===== src/rtl/slp_pkg.sv =====
// slp_pkg: constants for the sleep-mode and clock-gating controller
// assumes an 8-bit register port with one-cycle read latency
package slp_pkg;
   // register offsets
   localparam logic [3:0] SLP_CTRL_ADDR   = 4'h0;
   localparam logic [3:0] SLP_PRGEN_ADDR  = 4'h1;
   localparam logic [3:0] SLP_PRPA_ADDR   = 4'h2;
   localparam logic [3:0] SLP_PRPC_ADDR   = 4'h4;
   localparam logic [3:0] SLP_PRPD_ADDR   = 4'h5;
   localparam logic [3:0] SLP_PRPE_ADDR   = 4'h6;
   localparam logic [3:0] SLP_PRPF_ADDR   = 4'h7;
   localparam logic [3:0] SLP_STATUS_ADDR = 4'h8;
   // control field layout
   localparam int         SLP_ARM_BIT     = 0;
   localparam int         SLP_MODE_LSB    = 1;
   localparam int         SLP_MODE_MSB    = 3;
   localparam logic [7:0] SLP_CTRL_MASK   = 8'h0F;
   // implemented stop bits per register
   localparam logic [7:0] SLP_PRGEN_MASK  = 8'h57;
   localparam logic [7:0] SLP_PRPA_MASK   = 8'h03;
   localparam logic [7:0] SLP_PRPC_MASK   = 8'h5F;
   localparam logic [7:0] SLP_PRPD_MASK   = 8'h19;
   localparam logic [7:0] SLP_PRPE_MASK   = 8'h51;
   localparam logic [7:0] SLP_PRPF_MASK   = 8'h11;
   localparam logic [7:0] SLP_RESET_VAL   = 8'h00;
   localparam int         SLP_NUM_PR      = 6;
   // mode codes
   localparam logic [2:0] SLP_IDLE_CODE                       = 3'h0;
   localparam logic [2:0] SLP_DEEP_HALT_CODE                  = 3'h2;
   localparam logic [2:0] SLP_COUNTER_KEPT_HALT_CODE          = 3'h3;
   localparam logic [2:0] SLP_OSCILLATOR_KEPT_HALT_CODE       = 3'h6;
   localparam logic [2:0] SLP_OSCILLATOR_COUNTER_KEPT_HALT_CODE = 3'h7;
   // timing
   localparam int         SLP_WAKE_HOLD_CYCLES = 4;
   localparam logic [2:0] SLP_WAKE_HOLD_LAST   = 3'(SLP_WAKE_HOLD_CYCLES - 1);
   localparam logic [7:0] SLP_OSC_START_DEFAULT = 8'h10;
   typedef enum logic [1:0] {SLP_ACTIVE, SLP_ASLEEP, SLP_OSC_WAIT, SLP_HOLD} slp_state_e;
endpackage : slp_pkg


===== src/rtl/slp_ctrl.sv =====
// slp_ctrl: sleep-mode sequencer, clock domain enables and peripheral clock stop
// assumes cpu raises sleep_instr for one cycle; wake sources are sync to sys_clk
`timescale 1ns/1ns
module slp_ctrl (
   // clock and reset
   input  wire logic        sys_clk,
   input  wire logic        reset,
   // register port
   input  wire logic [3:0]  reg_addr,
   input  wire logic [7:0]  reg_wdata,
   input  wire logic        reg_write,
   input  wire logic        reg_read,
   output logic      [7:0]  reg_rdata,
   // cpu side
   input  wire logic        sleep_instr,
   input  wire logic        nvm_busy,
   input  wire logic        debug_enabled,
   output logic             cpu_halt,
   output logic             wake_pulse,
   output logic             sleeping,
   // interrupt requests
   input  wire logic        any_irq,
   input  wire logic        two_wire_port_irq,
   input  wire logic        async_port_irq,
   input  wire logic        usb_resume_irq,
   input  wire logic        rtc_irq,
   // oscillators
   input  wire logic        rtc_enabled,
   input  wire logic        sys_osc_ready,
   input  wire logic [7:0]  osc_start_cycles,
   input  wire logic        ac_uses_vref,
   input  wire logic        wdt_enabled,
   input  wire logic        bod_fuse_enabled,
   // clock domain enables
   output logic             cpu_clk_en,
   output logic             nvm_clk_en,
   output logic             peripheral_clock_en,
   output logic             rtc_clk_en,
   output logic             sys_osc_en,
   output logic             rtc_osc_en,
   output logic [7:0]       prgen_clk_en,
   output logic [7:0]       prpa_clk_en,
   output logic [7:0]       prpc_clk_en,
   output logic [7:0]       prpd_clk_en,
   output logic [7:0]       prpe_clk_en,
   output logic [7:0]       prpf_clk_en,
   output logic [7:0]       prgen_access_block,
   output logic [7:0]       prpa_access_block,
   output logic [7:0]       prpc_access_block,
   output logic [7:0]       prpd_access_block,
   output logic [7:0]       prpe_access_block,
   output logic [7:0]       prpf_access_block,
   // analog and misc
   output logic             adc_enable,
   output logic             adc_extended_conv,
   output logic             ac_enable,
   output logic             vref_enable,
   output logic             input_buffer_en,
   output logic             wdt_active,
   output logic             bod_active
);
   import slp_pkg::*;

   // ------------------------------------------------------------
   // registers
   // ------------------------------------------------------------
   slp_state_e  state_reg;
   logic [2:0]  low_power_mode_select;
   logic        sleep_arm_bit;
   logic [7:0]  peripheral_clock_stop_bits [SLP_NUM_PR];
   logic [2:0]  hold_cnt_reg;
   logic [7:0]  osc_cnt_reg;
   logic        adc_was_off_reg;

   localparam logic [3:0] PR_ADDRS [SLP_NUM_PR] = '{SLP_PRGEN_ADDR, SLP_PRPA_ADDR,
      SLP_PRPC_ADDR, SLP_PRPD_ADDR, SLP_PRPE_ADDR, SLP_PRPF_ADDR};
   localparam logic [7:0] PR_MASKS [SLP_NUM_PR] = '{SLP_PRGEN_MASK, SLP_PRPA_MASK,
      SLP_PRPC_MASK, SLP_PRPD_MASK, SLP_PRPE_MASK, SLP_PRPF_MASK};

   // mode decode, reused for entry and clock plan
   function automatic logic mode_valid(input logic [2:0] m);
      mode_valid = (m == SLP_IDLE_CODE) || (m == SLP_DEEP_HALT_CODE) ||
                   (m == SLP_COUNTER_KEPT_HALT_CODE) ||
                   (m == SLP_OSCILLATOR_KEPT_HALT_CODE) ||
                   (m == SLP_OSCILLATOR_COUNTER_KEPT_HALT_CODE);
   endfunction : mode_valid

   function automatic logic mode_keeps_rtc(input logic [2:0] m);
      mode_keeps_rtc = (m == SLP_IDLE_CODE) || (m == SLP_COUNTER_KEPT_HALT_CODE) ||
                       (m == SLP_OSCILLATOR_COUNTER_KEPT_HALT_CODE);
   endfunction : mode_keeps_rtc

   function automatic logic mode_keeps_osc(input logic [2:0] m);
      mode_keeps_osc = (m == SLP_IDLE_CODE) || (m == SLP_OSCILLATOR_KEPT_HALT_CODE) ||
                       (m == SLP_OSCILLATOR_COUNTER_KEPT_HALT_CODE);
   endfunction : mode_keeps_osc

   // ------------------------------------------------------------
   // control register
   // ------------------------------------------------------------
   always_ff @(posedge sys_clk) begin
      if (reset) begin
         low_power_mode_select <= 3'h0;
         sleep_arm_bit         <= 1'b0;
      end else if (reg_write && reg_addr == SLP_CTRL_ADDR) begin
         low_power_mode_select <= reg_wdata[SLP_MODE_MSB:SLP_MODE_LSB];
         sleep_arm_bit         <= reg_wdata[SLP_ARM_BIT];
      end
   end

   // ------------------------------------------------------------
   // clock stop registers
   // ------------------------------------------------------------
   generate
      for (genvar i = 0; i < SLP_NUM_PR; i++) begin : g_pr
         always_ff @(posedge sys_clk) begin
            if (reset) begin
               peripheral_clock_stop_bits[i] <= SLP_RESET_VAL;
            end else if (reg_write && reg_addr == PR_ADDRS[i]) begin
               peripheral_clock_stop_bits[i] <= reg_wdata & PR_MASKS[i];
            end
         end
      end
   endgenerate

   // ------------------------------------------------------------
   // sleep sequencer
   // ------------------------------------------------------------
   logic wake_req;
   logic in_idle;
   assign in_idle = (low_power_mode_select == SLP_IDLE_CODE);

   always_comb begin
      wake_req = 1'b0;
      if (in_idle) begin
         wake_req = any_irq;
      end else begin
         wake_req = two_wire_port_irq || async_port_irq || usb_resume_irq;
         if (mode_keeps_rtc(low_power_mode_select) && rtc_enabled) begin
            wake_req = wake_req || rtc_irq;
         end
      end
   end

   // synchronous reset aborts sleep to active
   always_ff @(posedge sys_clk) begin
      if (reset) begin
         state_reg    <= SLP_ACTIVE;
         hold_cnt_reg <= 3'h0;
         osc_cnt_reg  <= 8'h00;
         wake_pulse   <= 1'b0;
      end else begin
         wake_pulse <= 1'b0;
         case (state_reg)
            SLP_ACTIVE: begin
               if (sleep_instr && sleep_arm_bit && mode_valid(low_power_mode_select)) begin
                  state_reg <= SLP_ASLEEP;
               end
            end
            SLP_ASLEEP: begin
               if (wake_req) begin
                  osc_cnt_reg <= osc_start_cycles;
                  if (mode_keeps_osc(low_power_mode_select) || debug_enabled) begin
                     state_reg    <= SLP_HOLD;
                     hold_cnt_reg <= 3'h0;
                  end else begin
                     state_reg <= SLP_OSC_WAIT;
                  end
               end
            end
            SLP_OSC_WAIT: begin
               if (osc_cnt_reg != 8'h00) begin
                  osc_cnt_reg <= osc_cnt_reg - 8'h01;
               end else if (sys_osc_ready) begin
                  state_reg    <= SLP_HOLD;
                  hold_cnt_reg <= 3'h0;
               end
            end
            SLP_HOLD: begin
               if (hold_cnt_reg == SLP_WAKE_HOLD_LAST) begin
                  state_reg <= SLP_ACTIVE;
                  wake_pulse <= 1'b1;
               end else begin
                  hold_cnt_reg <= hold_cnt_reg + 3'h1;
               end
            end
            default: state_reg <= SLP_ACTIVE;
         endcase
      end
   end

   // ------------------------------------------------------------
   // clock plan, registered
   // ------------------------------------------------------------
   logic        asleep_n;
   logic        periph_dom;
   logic        rtc_dom;
   logic        osc_dom;
   logic        entering;
   logic        will_sleep;
   assign entering   = (state_reg == SLP_ACTIVE) && sleep_instr && sleep_arm_bit &&
                       mode_valid(low_power_mode_select);
   assign will_sleep = entering || (state_reg == SLP_ASLEEP && !wake_req) ||
                       (state_reg == SLP_OSC_WAIT);
   assign asleep_n   = !will_sleep;
   assign periph_dom = asleep_n || in_idle;
   // counter domain kept in save modes
   assign rtc_dom    = asleep_n || (mode_keeps_rtc(low_power_mode_select) && rtc_enabled);
   assign osc_dom    = asleep_n || mode_keeps_osc(low_power_mode_select) || debug_enabled ||
                       (state_reg == SLP_OSC_WAIT);

   always_ff @(posedge sys_clk) begin
      if (reset) begin
         cpu_clk_en          <= 1'b1;
         nvm_clk_en          <= 1'b1;
         peripheral_clock_en <= 1'b1;
         rtc_clk_en          <= 1'b1;
         sys_osc_en          <= 1'b1;
         rtc_osc_en          <= 1'b1;
         cpu_halt            <= 1'b0;
         sleeping            <= 1'b0;
         input_buffer_en     <= 1'b1;
      end else begin
         cpu_clk_en          <= (state_reg == SLP_ACTIVE) && !entering;
         cpu_halt            <= (state_reg != SLP_ACTIVE) || entering;
         sleeping            <= will_sleep;
         nvm_clk_en          <= asleep_n || nvm_busy;
         peripheral_clock_en <= periph_dom;
         rtc_clk_en          <= rtc_dom;
         rtc_osc_en          <= rtc_dom;
         sys_osc_en          <= osc_dom;
         input_buffer_en     <= periph_dom;
      end
   end

   // state held, so resume is exact
   always_ff @(posedge sys_clk) begin
      if (reset) begin
         prgen_clk_en       <= 8'hFF;
         prpa_clk_en        <= 8'hFF;
         prpc_clk_en        <= 8'hFF;
         prpd_clk_en        <= 8'hFF;
         prpe_clk_en        <= 8'hFF;
         prpf_clk_en        <= 8'hFF;
         prgen_access_block <= 8'h00;
         prpa_access_block  <= 8'h00;
         prpc_access_block  <= 8'h00;
         prpd_access_block  <= 8'h00;
         prpe_access_block  <= 8'h00;
         prpf_access_block  <= 8'h00;
      end else begin
         prgen_clk_en       <= {8{periph_dom}} & ~peripheral_clock_stop_bits[0];
         prpa_clk_en        <= {8{periph_dom}} & ~peripheral_clock_stop_bits[1];
         prpc_clk_en        <= {8{periph_dom}} & ~peripheral_clock_stop_bits[2];
         prpd_clk_en        <= {8{periph_dom}} & ~peripheral_clock_stop_bits[3];
         prpe_clk_en        <= {8{periph_dom}} & ~peripheral_clock_stop_bits[4];
         prpf_clk_en        <= {8{periph_dom}} & ~peripheral_clock_stop_bits[5];
         prgen_access_block <= peripheral_clock_stop_bits[0];
         prpa_access_block  <= peripheral_clock_stop_bits[1];
         prpc_access_block  <= peripheral_clock_stop_bits[2];
         prpd_access_block  <= peripheral_clock_stop_bits[3];
         prpe_access_block  <= peripheral_clock_stop_bits[4];
         prpf_access_block  <= peripheral_clock_stop_bits[5];
      end
   end

   // ------------------------------------------------------------
   // analog, watchdog, brownout
   // ------------------------------------------------------------
   logic adc_on_next;
   assign adc_on_next = asleep_n || in_idle;

   always_ff @(posedge sys_clk) begin
      if (reset) begin
         adc_enable        <= 1'b1;
         ac_enable         <= 1'b1;
         vref_enable       <= 1'b0;
         adc_was_off_reg   <= 1'b0;
         adc_extended_conv <= 1'b0;
         wdt_active        <= 1'b0;
         bod_active        <= 1'b0;
      end else begin
         adc_enable <= adc_on_next;
         if (!adc_on_next) begin
            adc_was_off_reg <= 1'b1;
         end else if (adc_was_off_reg) begin
            adc_was_off_reg <= 1'b0;
         end
         adc_extended_conv <= adc_on_next && adc_was_off_reg;
         ac_enable   <= adc_on_next;
         vref_enable <= ac_uses_vref;
         wdt_active  <= wdt_enabled;
         bod_active  <= bod_fuse_enabled;
      end
   end

   // ------------------------------------------------------------
   // read port
   // ------------------------------------------------------------
   always_ff @(posedge sys_clk) begin
      if (reset) begin
         reg_rdata <= 8'h00;
      end else if (reg_read) begin
         if (reg_addr == SLP_CTRL_ADDR) begin
            reg_rdata <= {4'h0, low_power_mode_select, sleep_arm_bit} & SLP_CTRL_MASK;
         end else if (reg_addr == SLP_PRGEN_ADDR) begin
            reg_rdata <= peripheral_clock_stop_bits[0];
         end else if (reg_addr == SLP_PRPA_ADDR) begin
            reg_rdata <= peripheral_clock_stop_bits[1];
         end else if (reg_addr == SLP_PRPC_ADDR) begin
            reg_rdata <= peripheral_clock_stop_bits[2];
         end else if (reg_addr == SLP_PRPD_ADDR) begin
            reg_rdata <= peripheral_clock_stop_bits[3];
         end else if (reg_addr == SLP_PRPE_ADDR) begin
            reg_rdata <= peripheral_clock_stop_bits[4];
         end else if (reg_addr == SLP_PRPF_ADDR) begin
            reg_rdata <= peripheral_clock_stop_bits[5];
         end else if (reg_addr == SLP_STATUS_ADDR) begin
            reg_rdata <= {6'h00, state_reg};
         end else begin
            reg_rdata <= 8'h00;
         end
      end else begin
         reg_rdata <= 8'h00;
      end
   end
endmodule : slp_ctrl


===== config.mk =====
export PLATFORM = sky130hd
export DESIGN_NAME = slp_ctrl
export DESIGN_NICKNAME = d
export VERILOG_FILES = /design/src/rtl/slp_pkg.sv /design/src/rtl/slp_ctrl.sv
export SDC_FILE = /design/constraint.sdc
export NUM_CORES = 1
export LEC_CHECK = 0
export BUFFER_PORTS_ARGS = -buffer_cell sky130_fd_sc_hd__buf_4
export CORE_MARGIN = 3
export CORE_UTILIZATION = 50
export DETAILED_ROUTE_END_ITERATION = 10
export HOLD_SLACK_MARGIN = 0.15
export MAX_ROUTING_LAYER = met4
export PLACE_DENSITY_LB_ADDON = 0.12
export SLEW_MARGIN = 20
export SYNTH_ARGS = -nofsm -noshare
export SYNTH_HDL_FRONTEND = slang
export SYNTH_SLANG_ARGS = --single-unit
export TNS_END_PERCENT = 50

===== constraint.sdc =====
create_clock -name sys_clk -period 2.38 [get_ports sys_clk]
set_input_delay 0.238 -clock sys_clk [delete_from_list [all_inputs] [get_ports sys_clk]]
set_output_delay 0.238 -clock sys_clk [all_outputs]
set_load 0.05 [all_outputs]

After elaboration in Yosys (flattened, before gate mapping)
Memories as Yosys holds them, arrays and structs flattened.
Index checks and enable logic that the tools add are counted.
{"block": "totals", "in_bits": 37, "output_inout_bits": 120, "ff_bits": 134, "word_cells": 185, "ramBits": 36, "n_memories": 1}
{"block": "op_classes", "reduce_logical": 53, "bitwise_logic": 20, "n_eq_ne": 23, "n_addsub": 2, "n_mux": 54}
{"memory": "peripheral_clock_stop_bits", "depth": 6, "word_bits": 6, "read_ports": 6, "rd_ports_with_merged_regs": 0, "write_ports": 6, "line": "slp_ctrl.sv:70", "source": "logic [7:0] peripheral_clock_stop_bits [SLP_NUM_PR];"}
{"cell": "8-bit 2-to-1 mux", "n": 8}
{"cell": "8-bit AND", "n": 6}
{"cell": "8-bit inverter", "n": 6}
{"cell": "6-bit 2-to-1 mux", "n": 6}
{"cell": "1-bit 2-to-1 mux", "n": 25}
{"cell": "1-bit logical OR", "n": 21}
{"cell": "4-bit by 3-bit equality test with 1-bit output (second input constant)", "n": 4}
{"cell": "1-bit logical AND", "n": 16}
{"cell": "2-bit inequality test (second input constant)", "n": 8}
{"cell": "8-bit case mux with 2 select lines", "n": 1}
{"cell": "3-bit 2-to-1 mux", "n": 5}
{"cell": "2-bit 2-to-1 mux", "n": 6}
{"cell": "3-bit by 2-bit equality test with 1-bit output (second input constant)", "n": 3}
{"cell": "3-bit case mux with 3 select lines", "n": 1}
{"cell": "2-bit case mux with 4 select lines", "n": 1}
{"cell": "8-bit nonzero test", "n": 1}
{"cell": "8-bit by 1-bit subtractor with 8-bit output (second input constant)", "n": 1}
{"cell": "3-bit equality test (second input constant)", "n": 2}
{"cell": "1-bit OR", "n": 6}
{"cell": "6-bit AND reduction", "n": 1}
{"cell": "5-bit AND reduction", "n": 1}
{"cell": "2-bit equality test (second input constant)", "n": 2}
{"cell": "4-bit by 1-bit equality test with 1-bit output (second input constant)", "n": 1}
{"cell": "4-bit by 2-bit equality test with 1-bit output (second input constant)", "n": 1}
{"cell": "14 further kinds", "n": 19}

Depth between registers and ports, before layout
Gate-level depths: netlist of run 1.
{"block": "depth", "ltp_word": 14, "ltp_mapped": 8, "ltp_nobuf": 7}

Least setup slack after synthesis of run 1
No wires, ideal clock.
{"block": "synth_path", "kind": "register -> register", "startpoint": "register state_reg[1]", "endpoint": "register prgen_clk_en[2]", "t_arrival_ps": 1684, "period_less_slack_ps": 1798, "n_path_buf": 1, "required_time_ps": 2265, "stages_incl_launch_ff": 9, "setup_ps": 115, "setup_slack_ps": 582, "cell_sequence": "dfxtp_1 -> inv_1 -> ha_1 -> inv_1 -> or3_1 -> a21oi_1 -> and2b_2 -> buf_4 -> nor2_1"}
{"block": "synth_between", "elab_chain_len": 9, "word_cells_on_any_way": 12, "classes_between": "eq/ne: 2; bitwise: 1; reduce/logical: 9"}
{"element": "start: declaration", "line": "slp_ctrl.sv:67", "source": "slp_state_e state_reg;"}
{"element": "start signal: assignment", "line": "slp_ctrl.sv:148", "source": "state_reg <= SLP_ACTIVE;"}
{"element": "start signal: assignment", "line": "slp_ctrl.sv:157", "source": "state_reg <= SLP_ASLEEP;"}
{"element": "start signal: assignment", "line": "slp_ctrl.sv:164", "source": "state_reg <= SLP_HOLD;"}
{"element": "2-bit logical NOT", "line": "slp_ctrl.sv:201", "source": "assign entering = (state_reg == SLP_ACTIVE) && sleep_instr && sleep_arm_bit &&"}
{"element": "1-bit logical AND (3 in a row)", "line": "slp_ctrl.sv:201"}
{"element": "1-bit logical OR", "line": "slp_ctrl.sv:203", "source": "assign will_sleep = entering || (state_reg == SLP_ASLEEP && !wake_req) ||"}
{"element": "1-bit logical OR (*)", "line": "slp_ctrl.sv:203"}
{"element": "1-bit logical NOT (*)", "line": "slp_ctrl.sv:205", "source": "assign asleep_n = !will_sleep;"}
{"element": "1-bit logical OR (*)", "line": "slp_ctrl.sv:206", "source": "assign periph_dom = asleep_n || in_idle;"}
{"element": "8-bit AND (*)", "line": "slp_ctrl.sv:252", "source": "prgen_clk_en <= {8{periph_dom}} & ~peripheral_clock_stop_bits[0];"}
{"element": "end signal: assignment", "line": "slp_ctrl.sv:252"}
{"element": "end: declaration", "line": "slp_ctrl.sv:41", "source": "output logic [7:0] prgen_clk_en,"}
Mark *: on every way between the ends. The rest lies on a longest branch, timed or not.
A chain may end at the register's enable or synchronous reset.

Worst setup path in the final report of run 1
{"block": "layout_path", "startpoint": "register state_reg[1]", "endpoint": "register prpf_clk_en[0]"}
{"block": "layout_between", "elab_chain_len": 9, "word_cells_on_any_way": 12, "classes_between": "eq/ne: 2; bitwise: 1; reduce/logical: 9"}
{"element": "2-bit logical NOT", "line": "slp_ctrl.sv:201"}
{"element": "1-bit logical AND (3 in a row)", "line": "slp_ctrl.sv:201"}
{"element": "1-bit logical OR", "line": "slp_ctrl.sv:203"}
{"element": "1-bit logical OR (*)", "line": "slp_ctrl.sv:203"}
{"element": "1-bit logical NOT (*)", "line": "slp_ctrl.sv:205"}
{"element": "1-bit logical OR (*)", "line": "slp_ctrl.sv:206"}
{"element": "8-bit AND (*)", "line": "slp_ctrl.sv:257", "source": "prpf_clk_en <= {8{periph_dom}} & ~peripheral_clock_stop_bits[5];"}
{"element": "end signal: assignment", "line": "slp_ctrl.sv:257"}
{"element": "end: declaration", "line": "slp_ctrl.sv:46", "source": "output logic [7:0] prpf_clk_en,"}
Marked as above.

==> impl_metrics.csv, run 1 <==
group,metric,value,unit
logic_synthesis,synthTopCellsByArea,"dfxtp_1 (36%), edfxtp_1 (14%), buf_4 (11%), nor2_1 (3.9%), nor2b_1 (3.8%)",
cts,cts_tree,"built",
setup_path,path_class,"register to register",
logic_synthesis,synthCells,449,
global_route,grt_use_total,18.52,%
routing,ant_nets,0,
routing,vias,3329,
timing,worst_pin_slew,864.1,ps
setup_path,cp.required,2620,ps
logic_synthesis,synthFlopType,"dfxtp_1",
setup_path,rr_startpoint,"state_reg[1]",
setup_path,r2r_end,"prpf_clk_en[0]",
timing,slew_headroom,42.31,%
setup_path,crit_path_end_kind,"register",
cts,cts_buffers,9,
global_route,grt_max_degree,48,
die,start_util,52.46,%
logic_synthesis,ys_seq_elements,99,
setup_path,slowest_stage,"and2b_2",
timing,finalCritPeriodShare,90.70,%
die,die_w,99.78,um
placed_design,io_buffers,125,
setup_path,crit_end,"prpf_clk_en[0]",
die,io_pins,157,
timing,finalClockSkew,11.43,ps
routing,post_drt_wl_per_cell,14.24,um
finish,drive_above_1_share,29.51,%
setup_path,cp_data_arrival_time,2400,ps
finish,area_growth_syn_to_layout,21.31,%
cts,clk_pin_slew,100,ps
finish,final_cell_mix,"buf_4 (130), dfxtp_1 (78), nor2_1 (46), conb_1 (29)",
logic_synthesis,yosysSeqAreaShare,49.86,%
cts,htreeDepth,3,
global_route,grt_pass1_wl,14120,um
placed_design,place.gp.congestion,0.8645,
timing,period_needed,2159,ps
cts,clock_latency,360,ps
logic_synthesis,yosysTopAreaCell,"dfxtp_1",
global_route,grt_pass1_vias,2869,
setup_path,crit_fanout,23,
timing,hold_viol,0,
routing,drt-pass1-iter-count,7,
die,die_h,99.78,um
finish,largest_reg_flops,21,
die,fp-row-count,33,
die,dieArea,9955,um2
run_status,status,"finished, final reports clean",
setup_path,cp_cell_sequence,"inv_1 -> ha_1 -> inv_1 -> or3_1 -> a21oi_1 -> and2b_2 -> nor2_1",
setup_path,reg2regPathDepth,7,
finish,multi_input_area,1713,um2
logic_synthesis,synthArstFlopShare,0,%
finish,nFillCells,687,
timing,setup_viol,0,
logic_synthesis,synth_top_cell_area_share,35.52,%
cts,clockBufferDepth,2,
setup_path,cpMostUsedCell,"inv_1",
logic_synthesis,syn_area,4397,um2
timing,fmaxAchievable,463.2,MHz
timing,rsz0062_at_grt,"false",
routing,routed_wirelength,9311,um
placed_design,dp.final_hpwl,6934,um
finish,nets,590,
worst_hold_path,hold_class,"primary input to register",
routing,drt-initial-drc-count,190,
cts,cts_hold_buf,7,
logic_synthesis,synth_edf_count,21,
routing,post-route-drc-count,0,
pwr,powerDensity,704.4,nW/um2
cts,cts_root_buf,"clkbuf_8",
global_route,antenna_found_initial,0,
die,core,8382,um2
pwr,leakage,2.236,nW
cts,cts_setup_buffers,0,
logic_synthesis,synth.distinct_cells,64,
logic_synthesis,synth.avg_cell_area,9.792,um2
cts,numClockSinks,99,
cts,cts_resized,0,
global_route,overflow,0,
finish,final_area,5334,um2
setup_path,max_stage_delay,430,ps
job,drv_cap,0,
setup_path,rrSetupSlack,220,ps
pwr,total_power,3.757,mW
finish,n_antenna_cell,0,
routing,avgViaCountPerCell,5.090,
pwr,peakVddDrop,329.7,uV
logic_synthesis,yosysWarnings,0,
placed_design,placed_cell_area,5061,um2
finish,seq_area,2192,um2
timing,drv_slew,0,
finish,layout_commonest_cell,"buf_4",
timing,fin_tns_setup,0,ps
setup_path,crit_path_start_kind,"register",
setup_path,startpoint,"state_reg[1]",
[through the flow]
step	cells	hold slack, ps	setup WS, ps	util, %
CTS	654	150.5	211.6	63.64
detailed placement	631	423.8	233.4	60.38
floorplan	477	339.5	581.7	-
global route	654	153.6	44.19	63.64
global placement	631	423.0	303.1	60.38
finish	654	164.5	221.3	63.64
[layer usage]
layer | part of all wire [%] | track usage [%] | up-vias | wire, um
met4 | 1.8 | 7.143 | 0 | 163
met2 | 46 | 28.63 | 167 | 4288
met5 | 0 | - | - | 0
met3 | 9.5 | 3.127 | 19 | 886
met1 | 43 | 24.47 | 1506 | 3972
li1 | - | - | 1637 | -
[cell families (layout without fill, tap and decap cells)]
| group | count (synthesis) | in the layout | share of synthesized area [%] |
|---|---|---|---|
| adder cells (fa/ha/maj) | 9 | 9 | 2.561 |
| AND/OR/NAND/NOR | 166 | 166 | 20.35 |
| AO/OA/AOI/OAI | 73 | 73 | 11.70 |
| buffers and inverters | 94 | 166 | 13.57 |
| XOR/XNOR | 1 | 1 | 0.1992 |
| flip-flops | 99 | 99 | 49.86 |
| other | 1 | 29 | 0.08529 |
| multiplexers | 6 | 6 | 1.679 |
[power breakdown]
group | internal, mW | total (mW) | switching (mW)
logic | 0.264 | 0.839 | 0.575
registers | 1.81 | 1.87 | 0.0574
clock network | 0.418 | 1.05 | 0.633
total | 2.49 | 3.76 | 1.27
[cells in the mapped netlist, types with 3 or more instances]
| master | count |
|---|---|
| dfxtp_1 | 78 |
| buf_4 | 62 |
| nor2_1 | 46 |
| a21oi_1 | 27 |
| nor2b_1 | 27 |
| edfxtp_1 | 21 |
| and2_1 | 19 |
| nand2_1 | 18 |
| clkbuf_1 | 13 |
| inv_1 | 12 |
| ha_1 | 9 |
| nand3_1 | 9 |
| o21ai_0 | 9 |
| nor3_1 | 8 |
| nand2b_1 | 7 |
| nand3b_1 | 7 |
| nor4_1 | 5 |
| mux2i_1 | 4 |
| a31o_2 | 3 |
| buf_2 | 3 |
| nand4_1 | 3 |
| nor3b_1 | 3 |
| o31ai_1 | 3 |
| o32ai_1 | 3 |
| or3_1 | 3 |
[layout make-up]
class                   instances  share of cell area (%)
clock buffers                   9                   2.322
well taps                     105                   2.463
repair buffers                137                   19.61
multi-input cells             284                   32.11
clock inverters                 7                   1.478
inverters                      13                  0.9148
flip-flops and latches         99                   41.10
[worst max-delay path: cells and delay by family, from the launching register on]
family / cells / cell delay, ps
compound gates: 1 / 180
buf+inv: 2 / 290
flops: 1 / 370
fa+ha+maj: 1 / 260
simple gates: 3 / 920
[worst min path at each step]
stage / startpoint / cells past startpoint / end
after floorplan: nvm_busy / 1 / nvm_clk_en
after global placement: nvm_busy / 2 / nvm_clk_en
after detailed placement: nvm_busy / 2 / nvm_clk_en
after CTS: reg_addr[3] / 2 / reg_rdata[6]
after global routing: reg_wdata[1] / 3 / low_power_mode_select[0]
final: reg_addr[3] / 2 / reg_rdata[6]
No activity file was read; power rests on OpenSTA's default activity.
==> inputs of run 2 (changes only) <==
- CORE_UTILIZATION: 50 -> 51
- CTS_BUF_LIST: unset -> sky130_fd_sc_hd__clkbuf_8
==> impl_metrics.csv, run 2 (synthesis results as in run 1) <==
group,metric,value,unit
timing,slew_headroom,57.64,%
finish,nets,588,
timing,setup_viol,0,
timing,worst_pin_slew,635.4,ps
pwr,total_power,3.781,mW
setup_path,cp_data_arrival_time,2400,ps
die,die_w,98.85,um
setup_path,crit_fanout,23,
die,core,8299,um2
timing,finalClockSkew,11.58,ps
routing,ant_nets,0,
routing,met3_length,859,um
finish,area_growth_syn_to_layout,20.83,%
setup_path,crit_path_end_kind,"register",
finish,drive_above_1_share,29.43,%
routing,routed_wirelength,9489,um
global_route,grt_use_total,19.09,%
setup_path,crit_path_start_kind,"register",
cts,cts_setup_buffers,0,
timing,finalCritPeriodShare,90.57,%
routing,post-route-drc-count,0,
timing,period_needed,2156,ps
timing,fmaxAchievable,463.9,MHz
placed_design,place.gp.congestion,0.8610,
placed_design,placed_cell_area,5054,um2
global_route,grt_pass1_vias,3018,
cts,cts_buffers,9,
cts,clk_pin_slew,100,ps
timing,drv_slew,0,
global_route,overflow,0,
pwr,peakVddDrop,443.7,uV
die,io_pins,157,
routing,highest_layer,"met4",
placed_design,io_buffers,125,
routing,vias,3323,
cts,cts_root_buf,"clkbuf_8",
global_route,antenna_found_initial,0,
cts,htreeDepth,3,
finish,nFillCells,695,
global_route,grt_max_degree,64,
routing,post_drt_wl_per_cell,14.55,um
routing,drt-initial-drc-count,252,
die,fp-row-count,33,
routing,met1Wirelength,4174,um
finish,stdcell_count,652,
routing,wl_met2,4320,um
setup_path,cp.required,2620,ps
finish,seq_area,2192,um2
cts,clock_latency,360,ps
finish,final_area,5313,um2
timing,fin_tns_setup,0,ps
pwr,powerDensity,711.8,nW/um2
die,start_util,52.98,%
job,drv_cap,0,
cts,numClockSinks,99,
die,die_h,98.85,um
finish,layout_commonest_cell,"buf_4",
placed_design,dp_cells,630,
finish,n_antenna_cell,0,
placed_design,dp.final_hpwl,6898,um
timing,hold_viol,0,
finish,final_cell_mix,"buf_4 (129), dfxtp_1 (78), nor2_1 (46), conb_1 (29)",
routing,avgViaCountPerCell,5.097,
finish,multi_input_area,1713,um2
finish,largest_reg_flops,21,
setup_path,path_class,"register to register",
routing,drt-pass1-iter-count,5,
cts,clockBufferDepth,2,
worst_hold_path,hold_class,"primary input to register",
cts,cts_tree,"built",
timing,rsz0062_at_grt,"false",
global_route,grt_pass1_wl,14700,um
run_status,status,"finished, final reports clean",
die,dieArea,9771,um2
pwr,leakage,2.221,nW
[run 2: cell types whose count changed in the layout (fill, tap and decap cells not counted), sizes merged]
| cell | change |
|---|---|
| clkinvlp | +1 |
| clkinv | -1 |
| buf | -1 |
| dlygate4sd3 | -1 |
[run 2: routing by layer]
layer / up-vias / GRT usage [%]
li1: 1631 / -
met5: - / -
met1: 1510 / 25.76
met3: 14 / 3.751
met4: 0 / 6.303
met2: 168 / 28.93
[run 2: area by class of cell]
cell class,instances,area share (%)
multi-input cells,284,32.24
clock buffers,9,2.332
clock inverters,7,1.413
flip-flops and latches,99,41.26
repair buffers,135,19.36
inverters,13,0.9185
well taps,105,2.473
[run 2: critical path, cell delays in order (launching register included)]
cell and delay [ps]:
dfxtp_1 380, inv_1 130, ha_1 260, inv_1 170, or3_1 390, a21oi_1 180
and2b_2 450, nor2_1 100
[run 2: repair_timing]
item	CTS	global route
hold buffers	6	0
hold endpoints to repair	7	0
resized for setup	0	0
[run 2: power by group]
| part | leakage (nW) | switching (mW) | internal [mW] |
|---|---|---|---|
| sequential | 0.843 | 0.0588 | 1.81 |
| clock | 0.0985 | 0.656 | 0.417 |
| combinational | 1.28 | 0.579 | 0.261 |
| total | 2.22 | 1.29 | 2.49 |
[run 2: final timing paths]
path,startpoint,end,slack [ps],cells after the start
hold / removal,reg_wdata[3],low_power_mode_select[2],170,3
setup / recovery,state_reg[1],prpc_clk_en[2],220,7
setup reg to reg,state_reg[1],prpc_clk_en[2],220,7
hold reg to reg,adc_was_off_reg,adc_extended_conv,470,1
[run 2: metrics by stage]
stage / util [%] / hold slack, ps / setup WS [ps]
after floorplan: - / 339.5 / 581.7
after global placement: 60.89 / 422.1 / 288.7
after detailed placement: 60.89 / 432.3 / 235.0
after CTS: 64.01 / 155.1 / 213.2
after global routing: 64.01 / 168.0 / 22.80
final: 64.01 / 165.7 / 224.4
==> inputs of run 3 (changes only) <==
- BUFFER_PORTS_ARGS: -buffer_cell sky130_fd_sc_hd__buf_4 -> -buffer_cell sky130_fd_sc_hd__buf_2
- GPL_TIMING_DRIVEN: unset -> 0
==> impl_metrics.csv, run 3 (synthesis results as in run 1) <==
group,metric,value,unit
routing,ant_nets,0,
cts,clockBufferDepth,2,
global_route,grt_pass1_vias,3389,
routing,drt-pass1-iter-count,5,
global_route,grt_pass1_wl,16480,um
timing,fmaxAchievable,462.4,MHz
setup_path,cp_data_arrival_time,2430,ps
pwr,total_power,3.834,mW
timing,setup_viol,0,
finish,nets,662,
global_route,grt_use_total,21.63,%
setup_path,crit_path_end_kind,"register",
timing,hold_viol,0,
setup_path,crit_fanout,10,
setup_path,rr_startpoint,"state_reg[1]",
finish,largest_reg_flops,21,
timing,finalCritPeriodShare,90.86,%
routing,avgViaCountPerCell,4.960,
finish,n_antenna_cell,0,
timing,slew_headroom,38.06,%
placed_design,dp_slack,219.4,ps
die,start_util,52.98,%
pwr,powerDensity,696.6,nW/um2
routing,routed_wirelength,10330,um
timing,setup_slack,217.6,ps
pwr,peakVddDrop,361.5,uV
cts,cts_buffers,9,
finish,layout_commonest_cell,"buf_2",
die,dieArea,9771,um2
run_status,status,"finished, final reports clean",
cts,htreeDepth,3,
finish,stdcell_count,726,
placed_design,place.gp.congestion,0.9389,
global_route,grt_max_degree,32,
cts,cts_tree,"built",
worst_hold_path,hold_class,"primary input to register",
die,fp-row-count,33,
placed_design,dp_cells,705,
worst_hold_path,worstHoldStart,"reg_wdata[3]",
setup_path,startpoint,"state_reg[1]",
setup_path,path_class,"register to register",
timing,hold_slack,166.3,ps
routing,drt-initial-drc-count,265,
timing,worst_pin_slew,927.9,ps
routing,post-route-drc-count,0,
die,io_pins,157,
cts,clock_latency,370,ps
die,core,8299,um2
finish,final_cell_mix,"buf_2 (126), dfxtp_1 (78), buf_4 (62), nor2_1 (46), conb_1 (29)",
routing,vias,3601,
setup_path,crit_path_start_kind,"register",
global_route,antenna_found_initial,0,
finish,area_growth_syn_to_layout,25.18,%
timing,fin_tns_setup,0,ps
global_route,overflow,0,
placed_design,io_buffers,123,
job,drv_cap,0,
timing,rsz0062_at_grt,"false",
timing,drv_slew,0,
die,die_h,98.85,um
die,die_w,98.85,um
routing,post_drt_wl_per_cell,14.22,um
cts,clk_pin_slew,100,ps
timing,finalClockSkew,8.808,ps
pwr,leakage,2.401,nW
cts,numClockSinks,99,
cts,cts_root_buf,"clkbuf_8",
placed_design,dp.final_hpwl,7830,um
finish,drive_above_1_share,35.59,%
setup_path,cp.required,2650,ps
timing,period_needed,2162,ps
-- run 3: final timing paths --
| path | endpoint | slack, ps | cells past startpoint |
|---|---|---|---|
| max | prpf_clk_en[4] | 220 | 8 |
| min | low_power_mode_select[2] | 170 | 3 |
| max reg2reg | prpf_clk_en[4] | 220 | 8 |
| min reg2reg | adc_extended_conv | 480 | 1 |
-- run 3: layer usage --
layer  vias up  part of all wire, %  track usage [%]
met1      1628                   44            28.87
li1       1779                    -                -
met5         -                    0                -
met4         0                  1.8            6.933
met3        21                  8.7            4.034
met2       173                   45            33.42
-- run 3: final cells by class --
type	instances	area, um2
Fill cell	732	2795
Sequential cell	99	2192
Multi-Input combinational cell	284	1713
Timing Repair Buffer	128	665.6
Buffer	81	548.0
Tap cell	105	131.4
Clock buffer	9	123.9
Clock inverter	7	81.33
Inverter	13	48.80
-- run 3: timing repair --
action,CTS,global route
endpoints found under the setup margin,0,0
hold buffers,5,0
gates resized for setup,0,0
setup buffers,0,0
hold endpoints to repair,5,0
-- run 3: worst max-delay path: stages, from the launching register on --
cell	delay, ps
dfxtp_1	380
inv_1	120
ha_1	260
inv_1	170
or3_1	400
a21oi_1	240
and2b_2	240
buf_4	190
nor2_1	70
-- run 3: through the flow --
step / util, % / instance area, um2
2_1_floorplan: - / 4502
3_5_place_dp: 63.24 / 5249
3_3_place_gp: 63.24 / 5249
6_report: 66.32 / 5504
5_1_grt: 66.32 / 5504
4_1_cts: 66.32 / 5504
-- run 3: power breakdown --
| group | internal, mW | switching, mW |
|---|---|---|
| clock network | 0.507 | 0.612 |
| logic | 0.258 | 0.595 |
| registers | 1.81 | 0.0534 |
| total | 2.57 | 1.26 |
